<file path="src/hw/ssb_pkg.sv">
// Package with constants and types shared by the serial shift buffer core.
`default_nettype none
package ssb_pkg;
  localparam int unsigned DATA_W = 8;
  localparam int unsigned FIFO_DEPTH = 16;
  localparam logic [3:0] BIT_COUNT = 4'h8;
  localparam logic [7:0] SHIFT_RST = 8'h00;
  localparam logic [7:0] BUF_RST = 8'h00;
  // Control register 1 field positions.
  localparam int unsigned CTL1_WRITE_COLLISION_FLAG_BIT = 7;
  localparam int unsigned CTL1_CKP_BIT = 4;
  localparam int unsigned CTL1_MODE_LSB = 0;
  // Status register field positions.
  localparam int unsigned STAT_SMP_BIT = 7;
  localparam int unsigned STAT_CKE_BIT = 6;
  localparam int unsigned STAT_BF_BIT = 0;
  // Mode field encodings.
  localparam logic [3:0] MODE_MASTER_DIV4 = 4'h0;
  localparam logic [3:0] MODE_MASTER_DIV16 = 4'h1;
  localparam logic [3:0] MODE_MASTER_DIV64 = 4'h2;
  localparam logic [3:0] MODE_SLAVE_SS = 4'h4;
  localparam logic [3:0] MODE_SLAVE = 4'h5;
  // Half serial clock periods, in system clock cycles, per master rate.
  localparam logic [5:0] HALF_DIV4 = 6'h02;
  localparam logic [5:0] HALF_DIV16 = 6'h08;
  localparam logic [5:0] HALF_DIV64 = 6'h20;
  typedef enum logic [1:0] {SSB_IDLE, SSB_LEAD, SSB_TRAIL} ssb_state_e;
endpackage
`default_nettype wire

</file>
<file path="src/hw/ssb_fifo_if.sv">
// Interface carrying the received-byte stream between core and FIFO.
`default_nettype none
interface ssb_fifo_if #(parameter int unsigned WIDTH = 8);
  logic [WIDTH-1:0] wdata;
  logic wvalid;
  logic wready;
  logic [WIDTH-1:0] rdata;
  logic rvalid;
  logic rready;
  modport fifo (input wdata, input wvalid, output wready, output rdata, output rvalid, input rready);
  modport core (output wdata, output wvalid, input wready, input rdata, input rvalid, output rready);
endinterface
`default_nettype wire

</file>
<file path="src/hw/ssb_core.sv">
// Synchronous serial port core: shift register, receive buffer and flags.
//
// Function
// - Mode bits pick master or slave clocking.
// - Clock polarity sets idle serial clock level.
// - Sample phase: middle or end of bit.
// - Clock edge setting picks output change edge.
// - Rate selection applies only as master.
// - Select-qualified mode exists only as slave.
// - Shift eight bits, most significant first.
// - After eight bits, buffer byte, set flags.
// - Next byte may start before buffer read.
// - Writes during transfer dropped, collision flag set.
// - Buffer read clears the buffer-full flag unless a queued byte refills the buffer.
// - Shift register reached only through buffer.
// - Interrupt flag sets regardless of enables.
`default_nettype none
module ssb_core #(
  parameter int unsigned FIFO_DEPTH = ssb_pkg::FIFO_DEPTH
) (
  // Clock and reset
  input wire logic clk_sys,
  input wire logic arst_n,
  // Configuration
  input wire logic [3:0] mode_sel,
  input wire logic clk_pol,
  input wire logic clk_edge,
  input wire logic sample_end,
  input wire logic port_en,
  // Software buffer access
  input wire logic buf_wr,
  input wire logic [7:0] buf_wdata,
  input wire logic buf_rd,
  output logic [7:0] serial_xfer_buffer,
  // Flags
  output logic buffer_full_flag,
  output logic write_collision_flag,
  input wire logic write_collision_flag_clr,
  output logic serial_port_irq_flag,
  input wire logic irq_clr,
  output logic busy,
  // Serial pins
  input wire logic sck_in,
  output logic sck_out,
  output logic sck_oe,
  input wire logic sdi,
  output logic sdo,
  output logic sdo_oe,
  input wire logic ss_n_in
);
  // ------------------------------------------------------------
  // Pin synchronisers
  // ------------------------------------------------------------
  logic [2:0] sync1_q;
  logic [2:0] sync2_q;
  logic sck_prev_q;
  logic [1:0] warm_q;
  always_ff @(posedge clk_sys or negedge arst_n)
  begin
    if (!arst_n)
    begin
      sync1_q <= 3'h7;
      sync2_q <= 3'h7;
      sck_prev_q <= 1'b0;
      warm_q <= 2'h0;
    end
    else
    begin
      sync1_q <= {ss_n_in, sdi, sck_in};
      sync2_q <= sync1_q;
      sck_prev_q <= sync2_q[0];
      warm_q <= warm_q + 2'(warm_q != 2'h3);
    end
  end
  // Clock edges count only once the chain holds real pin values, so reset leaves no false edge.
  wire sync_ok = (warm_q == 2'h3);
  wire sck_s = sync2_q[0];
  wire sdi_s = sync2_q[1];
  wire ss_n_s = sync2_q[2];

  // ------------------------------------------------------------
  // Mode decode
  // ------------------------------------------------------------
  wire is_master = port_en && (mode_sel == ssb_pkg::MODE_MASTER_DIV4 || mode_sel == ssb_pkg::MODE_MASTER_DIV16
                   || mode_sel == ssb_pkg::MODE_MASTER_DIV64);
  wire is_slave = port_en && (mode_sel == ssb_pkg::MODE_SLAVE || mode_sel == ssb_pkg::MODE_SLAVE_SS);
  wire ss_mode = is_slave && (mode_sel == ssb_pkg::MODE_SLAVE_SS);
  wire slave_on = is_slave && !(ss_mode && ss_n_s);
  wire [5:0] half_per = (mode_sel == ssb_pkg::MODE_MASTER_DIV16) ? ssb_pkg::HALF_DIV16 :
                        (mode_sel == ssb_pkg::MODE_MASTER_DIV64) ? ssb_pkg::HALF_DIV64 :
                        ssb_pkg::HALF_DIV4;
  // Leading and trailing edges of the slave's incoming clock, relative to idle level.
  wire sck_rise = sync_ok && sck_s && !sck_prev_q;
  wire sck_fall = sync_ok && !sck_s && sck_prev_q;
  wire s_lead = slave_on && (clk_pol ? sck_fall : sck_rise);
  wire s_trail = slave_on && (clk_pol ? sck_rise : sck_fall);

  // ------------------------------------------------------------
  // Shift engine
  // ------------------------------------------------------------
  ssb_pkg::ssb_state_e st_q;
  ssb_pkg::ssb_state_e st_d;
  logic [7:0] serial_shift_reg_q;
  logic [3:0] bits_q;
  logic [5:0] div_q;
  logic sck_q;
  logic sdo_q;
  logic samp_q;
  logic active_q;
  logic ev_sample_q;
  logic done_q;
  wire div_hit = (div_q == half_per - 6'h01);
  wire m_lead = is_master && (st_q == ssb_pkg::SSB_LEAD) && div_hit;
  wire m_trail = is_master && (st_q == ssb_pkg::SSB_TRAIL) && div_hit;
  wire ev_lead = m_lead || s_lead;
  wire ev_trail = m_trail || s_trail;
  // With clk_edge set data changes on the trailing edge of the previous bit,
  // so the line is loaded before the first edge and, with sample_end clear, sampled on the lead.
  wire ev_sample = clk_edge ? (sample_end ? ev_trail : ev_lead) : (sample_end ? ev_lead : ev_trail);
  wire ev_shift = clk_edge ? ev_trail : ev_lead;
  // As master the data pin lags its own clock by the synchroniser, so sampling and completion wait one cycle.
  wire samp_now = is_master ? ev_sample_q : ev_sample;
  wire last_bit = (bits_q == ssb_pkg::BIT_COUNT - 4'h1);
  wire byte_done = is_master ? done_q : (ev_trail && last_bit);
  wire wr_collide = buf_wr && active_q;
  wire wr_ok = buf_wr && !active_q;
  wire m_start = wr_ok && is_master;
  wire s_start = (s_lead || s_trail) && !active_q;

  always_comb
  begin
    st_d = st_q;
    unique case (st_q)
      ssb_pkg::SSB_IDLE: if (m_start) st_d = ssb_pkg::SSB_LEAD;
      ssb_pkg::SSB_LEAD: if (m_lead) st_d = ssb_pkg::SSB_TRAIL;
      ssb_pkg::SSB_TRAIL: if (m_trail) st_d = last_bit ? ssb_pkg::SSB_IDLE : ssb_pkg::SSB_LEAD;
    endcase
    if (!is_master)
      st_d = ssb_pkg::SSB_IDLE;
  end

  always_ff @(posedge clk_sys or negedge arst_n)
  begin
    if (!arst_n)
    begin
      st_q <= ssb_pkg::SSB_IDLE;
      div_q <= '0;
      sck_q <= 1'b0;
      ev_sample_q <= 1'b0;
      done_q <= 1'b0;
    end
    else
    begin
      st_q <= st_d;
      ev_sample_q <= ev_sample && is_master;
      done_q <= m_trail && last_bit;
      div_q <= (st_q == ssb_pkg::SSB_IDLE || div_hit) ? 6'h00 : div_q + 6'h01;
      sck_q <= (st_d == ssb_pkg::SSB_TRAIL) ? !clk_pol : clk_pol;
    end
  end

  always_ff @(posedge clk_sys or negedge arst_n)
  begin
    if (!arst_n)
    begin
      serial_shift_reg_q <= ssb_pkg::SHIFT_RST;
      bits_q <= '0;
      sdo_q <= 1'b0;
      samp_q <= 1'b0;
      active_q <= 1'b0;
    end
    else if (!(is_master || slave_on))
    begin
      bits_q <= '0;
      active_q <= 1'b0;
      // A deselected slave still takes its next byte from software.
      if (wr_ok)
      begin
        serial_shift_reg_q <= buf_wdata;
        sdo_q <= buf_wdata[7];
      end
    end
    else
    begin
      if (wr_ok)
      begin
        serial_shift_reg_q <= buf_wdata;
        sdo_q <= buf_wdata[7];
      end
      else if (ev_shift && !(clk_edge && last_bit))
      begin
        serial_shift_reg_q <= {serial_shift_reg_q[6:0], samp_q};
        sdo_q <= clk_edge ? serial_shift_reg_q[6] : serial_shift_reg_q[7];
      end
      if (samp_now)
        samp_q <= sdi_s;
      if (m_start || s_start)
        active_q <= 1'b1;
      else if (byte_done)
        active_q <= 1'b0;
      if (ev_trail)
        bits_q <= last_bit ? 4'h0 : bits_q + 4'h1;
    end
  end

  // The last sample must be merged in when the byte completes.
  wire [7:0] rx_byte = {serial_shift_reg_q[6:0], (samp_now ? sdi_s : samp_q)};

  // ------------------------------------------------------------
  // Receive FIFO and buffer
  // ------------------------------------------------------------
  ssb_fifo_if #(.WIDTH(ssb_pkg::DATA_W)) rxq ();
  assign rxq.wdata = rx_byte;
  assign rxq.wvalid = byte_done;
  // Buffer refills from the queue once software has read it.
  wire buf_load = rxq.rvalid && (!buffer_full_flag || buf_rd);
  assign rxq.rready = buf_load;

  ssb_fifo #(.WIDTH(ssb_pkg::DATA_W), .DEPTH(FIFO_DEPTH)) u_fifo (
    .clk_sys(clk_sys),
    .arst_n(arst_n),
    .fq(rxq.fifo)
  );

  always_ff @(posedge clk_sys or negedge arst_n)
  begin
    if (!arst_n)
    begin
      serial_xfer_buffer <= ssb_pkg::BUF_RST;
      buffer_full_flag <= 1'b0;
      write_collision_flag <= 1'b0;
      serial_port_irq_flag <= 1'b0;
    end
    else
    begin
      if (buf_load)
        serial_xfer_buffer <= rxq.rdata;
      if (buf_load)
        buffer_full_flag <= 1'b1;
      else if (buf_rd)
        buffer_full_flag <= 1'b0;
      if (wr_collide)
        write_collision_flag <= 1'b1;
      else if (write_collision_flag_clr)
        write_collision_flag <= 1'b0;
      if (buf_load)
        serial_port_irq_flag <= 1'b1;
      else if (irq_clr)
        serial_port_irq_flag <= 1'b0;
    end
  end

  // ------------------------------------------------------------
  // Pin drive
  // ------------------------------------------------------------
  assign sck_out = is_master ? sck_q : clk_pol;
  assign sck_oe = is_master;
  assign sdo = sdo_q;
  assign sdo_oe = is_master || slave_on;
  assign busy = active_q;
endmodule
`default_nettype wire

</file>
<file path="src/hw/ssb_fifo.sv">
// Synchronous FIFO with valid and ready on both sides.
`default_nettype none
module ssb_fifo #(
  parameter int unsigned WIDTH = 8,
  parameter int unsigned DEPTH = 16
) (
  // Clock and reset
  input wire logic clk_sys,
  input wire logic arst_n,
  // Stream ports
  ssb_fifo_if.fifo fq
);
  localparam int unsigned AW = $clog2(DEPTH);
  logic [WIDTH-1:0] mem [DEPTH];
  logic [AW-1:0] wp_q;
  logic [AW-1:0] rp_q;
  logic [AW:0] cnt_q;
  wire do_w = fq.wvalid && fq.wready;
  wire do_r = fq.rvalid && fq.rready;
  assign fq.wready = (cnt_q != (AW+1)'(DEPTH));
  assign fq.rvalid = (cnt_q != '0);
  assign fq.rdata = mem[rp_q];

  always_ff @(posedge clk_sys)
  begin
    if (do_w)
      mem[wp_q] <= fq.wdata;
  end

  always_ff @(posedge clk_sys or negedge arst_n)
  begin
    if (!arst_n)
    begin
      wp_q <= '0;
      rp_q <= '0;
      cnt_q <= '0;
    end
    else
    begin
      if (do_w)
        wp_q <= (wp_q == AW'(DEPTH-1)) ? '0 : wp_q + 1'b1;
      if (do_r)
        rp_q <= (rp_q == AW'(DEPTH-1)) ? '0 : rp_q + 1'b1;
      cnt_q <= cnt_q + (AW+1)'(do_w) - (AW+1)'(do_r);
    end
  end
endmodule
`default_nettype wire

</file>
<file path="config.mk">
export PLATFORM = sky130hd
export DESIGN_NAME = ssb_core
export DESIGN_NICKNAME = d
export VERILOG_FILES = /design/src/hw/ssb_pkg.sv /design/src/hw/ssb_fifo_if.sv /design/src/hw/ssb_core.sv /design/src/hw/ssb_fifo.sv
export SDC_FILE = /design/constraint.sdc
export NUM_CORES = 1
export LEC_CHECK = 0
export BUFFER_PORTS_ARGS = -buffer_cell sky130_fd_sc_hd__buf_2
export CORE_UTILIZATION = 60
export DETAILED_ROUTE_END_ITERATION = 8
export PLACE_DENSITY_LB_ADDON = 0.2
export SLEW_MARGIN = 20
export SYNTH_ARGS = -nofsm -noshare
export SYNTH_HDL_FRONTEND = slang
export SYNTH_SLANG_ARGS = --single-unit
</file>
<file path="constraint.sdc">
create_clock -name clk_sys -period 3.9 [get_ports clk_sys]
set_input_delay 0.78 -clock clk_sys [delete_from_list [all_inputs] [get_ports clk_sys]]
set_output_delay 0.78 -clock clk_sys [all_outputs]
set_load 0.02 [all_outputs]
</file>
==> results.ini <==
[outcome]
status=finished clean

[setup_path]
r2r_setup_slack_ps=960
critical-path-slowest-cell=a2111oi_0
rr_worst_depth=8
crit_path_frequent_cell=and2_1
cpPeakStageDelay_ps=470
required_ps=3980
path_max_fanout=8
reg2reg_to=u_fifo.mem[0][5]
arrival_ps=3180
crit_chain=buf_2, nand4b_1, a2111oi_0, a21boi_2, a32o_1, and2_1, buf_4, nor3b_2, and2_1
end_kind=flip-flop
r2r-start=warm_q[0]
crit_type=in -> reg
start_kind=input port

[cts]
holdBufCountCts=0
cts_sinks=187
post_cts_resized=0
clk_pin_slew_ps=70
root_buffer=clkbuf_16
numCtsBuffers=17
cts_tree=built
worstSkewPairLatency_ps=430
clk_path_buf_depth=2
postCtsSetupBuffers=0
h-tree-depth=4

[placed_design]
dp_hpwl_um=10300
pre_cts_slack_ps=313
place_congestion=0.848
io_buffers=40

[pwr]
vdd_drop_max_mv=0.345
powerDensity_nw_per_um2=606
total_leakage_power_nw=3.28

[die]
die_w_um=116
ios=41
initial_utilization_pct=62.0
rows=41
die-area_um2=13600
core_area_um2=12700
dieHeight_um=116

[synthesis]
syn-num-nets=512
ys_types=52
ys_ff_latch=187
synth.yosys.seq_area_share_pct=67.8
synth_warnings=0
postSynthCellCount=470
yosysTopAreaCellShare_pct=48.9
yosysTopAreaCell=edfxtp_1
synth_edf_count=128
synthArstFlopShare_pct=31.6
synthesis.area_um2=7860
syn_avg_cell_area_um2=16.7
synth_flop_cell=edfxtp_1
netlist_top_cells_area=edfxtp_1 (49%), dfrtp_1 (17%), mux4_2 (11%)

[drt]
wirelength_um=15400
drc=0
wl_per_cell_um=21.8
via_per_inst=6.02
detail-route-antenna-nets=0
drtIter0Drc=297
via_count=4252
drtPass1Iterations=5

[timing]
fmax_mhz=323
period_needed_ps=3090
worst_pin_slew_ps=799
drv_slew=0
setup_ws_ps=807
clock_skew_ps=8.94
fin_tns_setup_ps=0
setup_viol=0
period_share_pct=79.3
finalHoldViolCount=0
hold_ws_ps=359
slew_headroom_pct=46.7
rsz0062_at_grt=no

[global_routing]
grt_pass1_wl_um=23900
grt_overflow_total=0
grt_pass1_vias=4221
grt_max_degree=37
grt.total_usage_pct=25.4
antenna_found_initial=0

[final_layout]
drive_above_1_share_pct=27.3
postLayoutCoreUtil_pct=69.6
n_fill_cell=835
areaGrowthSynthToFinish_pct=12.1
regArea_um2=5330
fin_nets=563
multiInputGateArea_um2=2390
antenna_cells=0

[hold_path]
hp-start=sync1_q[2]
hold_path_class=reg -> reg
min_to=sync2_q[2]
min_path_cells=0

[run]
maxCapViolCount=0

-- sequential cells by signal (all words and copies together) (netlist names), 2 cells and up --
register,flops
serial_shift_reg_q,8
u_fifo.cnt_q,5
st_q,2
u_fifo.rp_q,4
bits_q,4
u_fifo.wp_q,4
serial_xfer_buffer,8
warm_q,2
div_q,6
u_fifo.mem,128
sync1_q,3
sync2_q,3
-- per-stage QoR --
step	instance area (um^2)	std cells	power [mW]
finish	8810	706	5.34
CTS	8810	706	5.38
detailed placement	8260	674	3.78
global route	8810	706	5.55
floorplan	7860	470	3.41
global placement	8260	674	3.74
-- cell usage after synthesis, drive strengths merged, types with 4 or more instances --
| cell | number |
|---|---|
| nand3 | 8 |
| and2 | 19 |
| inv | 21 |
| dfstp | 6 |
| edfxtp | 128 |
| xnor2 | 9 |
| or2 | 4 |
| a21oi | 13 |
| dfrtp | 53 |
| ha | 16 |
| clkbuf | 6 |
| mux2i | 11 |
| nand2b | 5 |
| buf | 8 |
| xor2 | 5 |
| mux2 | 15 |
| o21ai | 19 |
| nand2 | 25 |
| mux4 | 40 |
| nor2 | 20 |
-- power by group --
part           switching (mW)  internal (mW)
clock network           0.734          0.883
logic                   0.557          0.667
registers               0.209           2.29
-- cells by family (layout without fill, tap and decap cells) --
logic type | count (synthesis) | count (layout) | share of synthesized area, %
AND/OR/NAND/NOR | 103 | 103 | 7.04
AO/OA/AOI/OAI | 47 | 47 | 3.98
buffers and inverters | 36 | 100 | 1.83
flip-flops | 187 | 187 | 67.8
adder cells (fa/ha/maj) | 17 | 17 | 2.80
XOR/XNOR | 14 | 14 | 1.56
multiplexers | 66 | 66 | 15.0
-- cells in the final DEF, fill, tap and decap left out, types with 8 or more instances in the layout --
cell type	synthesis	final
a21oi_1	12	12
and2_1	19	19
buf_2	4	40
clkbuf_16	0	17
dfrtp_1	53	52
edfxtp_1	128	128
ha_1	16	16
inv_1	21	21
mux2_2	14	14
mux2i_1	11	11
mux4_2	40	40
nand2_1	25	25
nand3_1	8	8
nor2_1	20	20
o21ai_0	9	9
o21ai_1	10	10
xnor2_1	9	9
-- worst max-delay path: cells and delay by family --
kind	cells	cell delay, ps
buffers and inverters	2	290
and+or+nand+nor	4	1010
AOI/OAI and AO/OA	3	1090
-- final cells by class --
cell class | instances | share of cell area, %
well taps | 172 | 2.44
repair buffers | 46 | 2.78
flip-flops and latches | 187 | 60.5
inverters | 22 | 0.937
clock buffers | 19 | 4.91
multi-input cells | 247 | 27.1
clock inverters | 13 | 1.36
-- per-layer routing --
| metal | up-vias | track usage [%] | share of wire (%) |
|---|---|---|---|
| met1 | 2184 | 36.1 | 43 |
| met4 | 0 | 9.57 | 1.6 |
| met3 | 20 | 4.98 | 6.1 |
| met5 | - | 0 | 0 |
| met2 | 155 | 39.6 | 49 |
| li1 | 1893 | - | - |
-- worst max-delay path by stage --
stage                startpoint                to  slack, ps  depth (start not counted)
detailed placement  mode_sel[3]  u_fifo.mem[0][7]        310                          9
CTS                 mode_sel[3]  u_fifo.mem[0][7]        760                          9
finish              mode_sel[3]  u_fifo.mem[0][5]        810                          9
global route        mode_sel[3]  u_fifo.mem[0][4]        550                          9
floorplan           mode_sel[3]   u_fifo.cnt_q[4]        780                         14
global placement    mode_sel[3]  u_fifo.mem[0][6]        450                          9
Note: power is estimated with default switching activity, not from simulation.
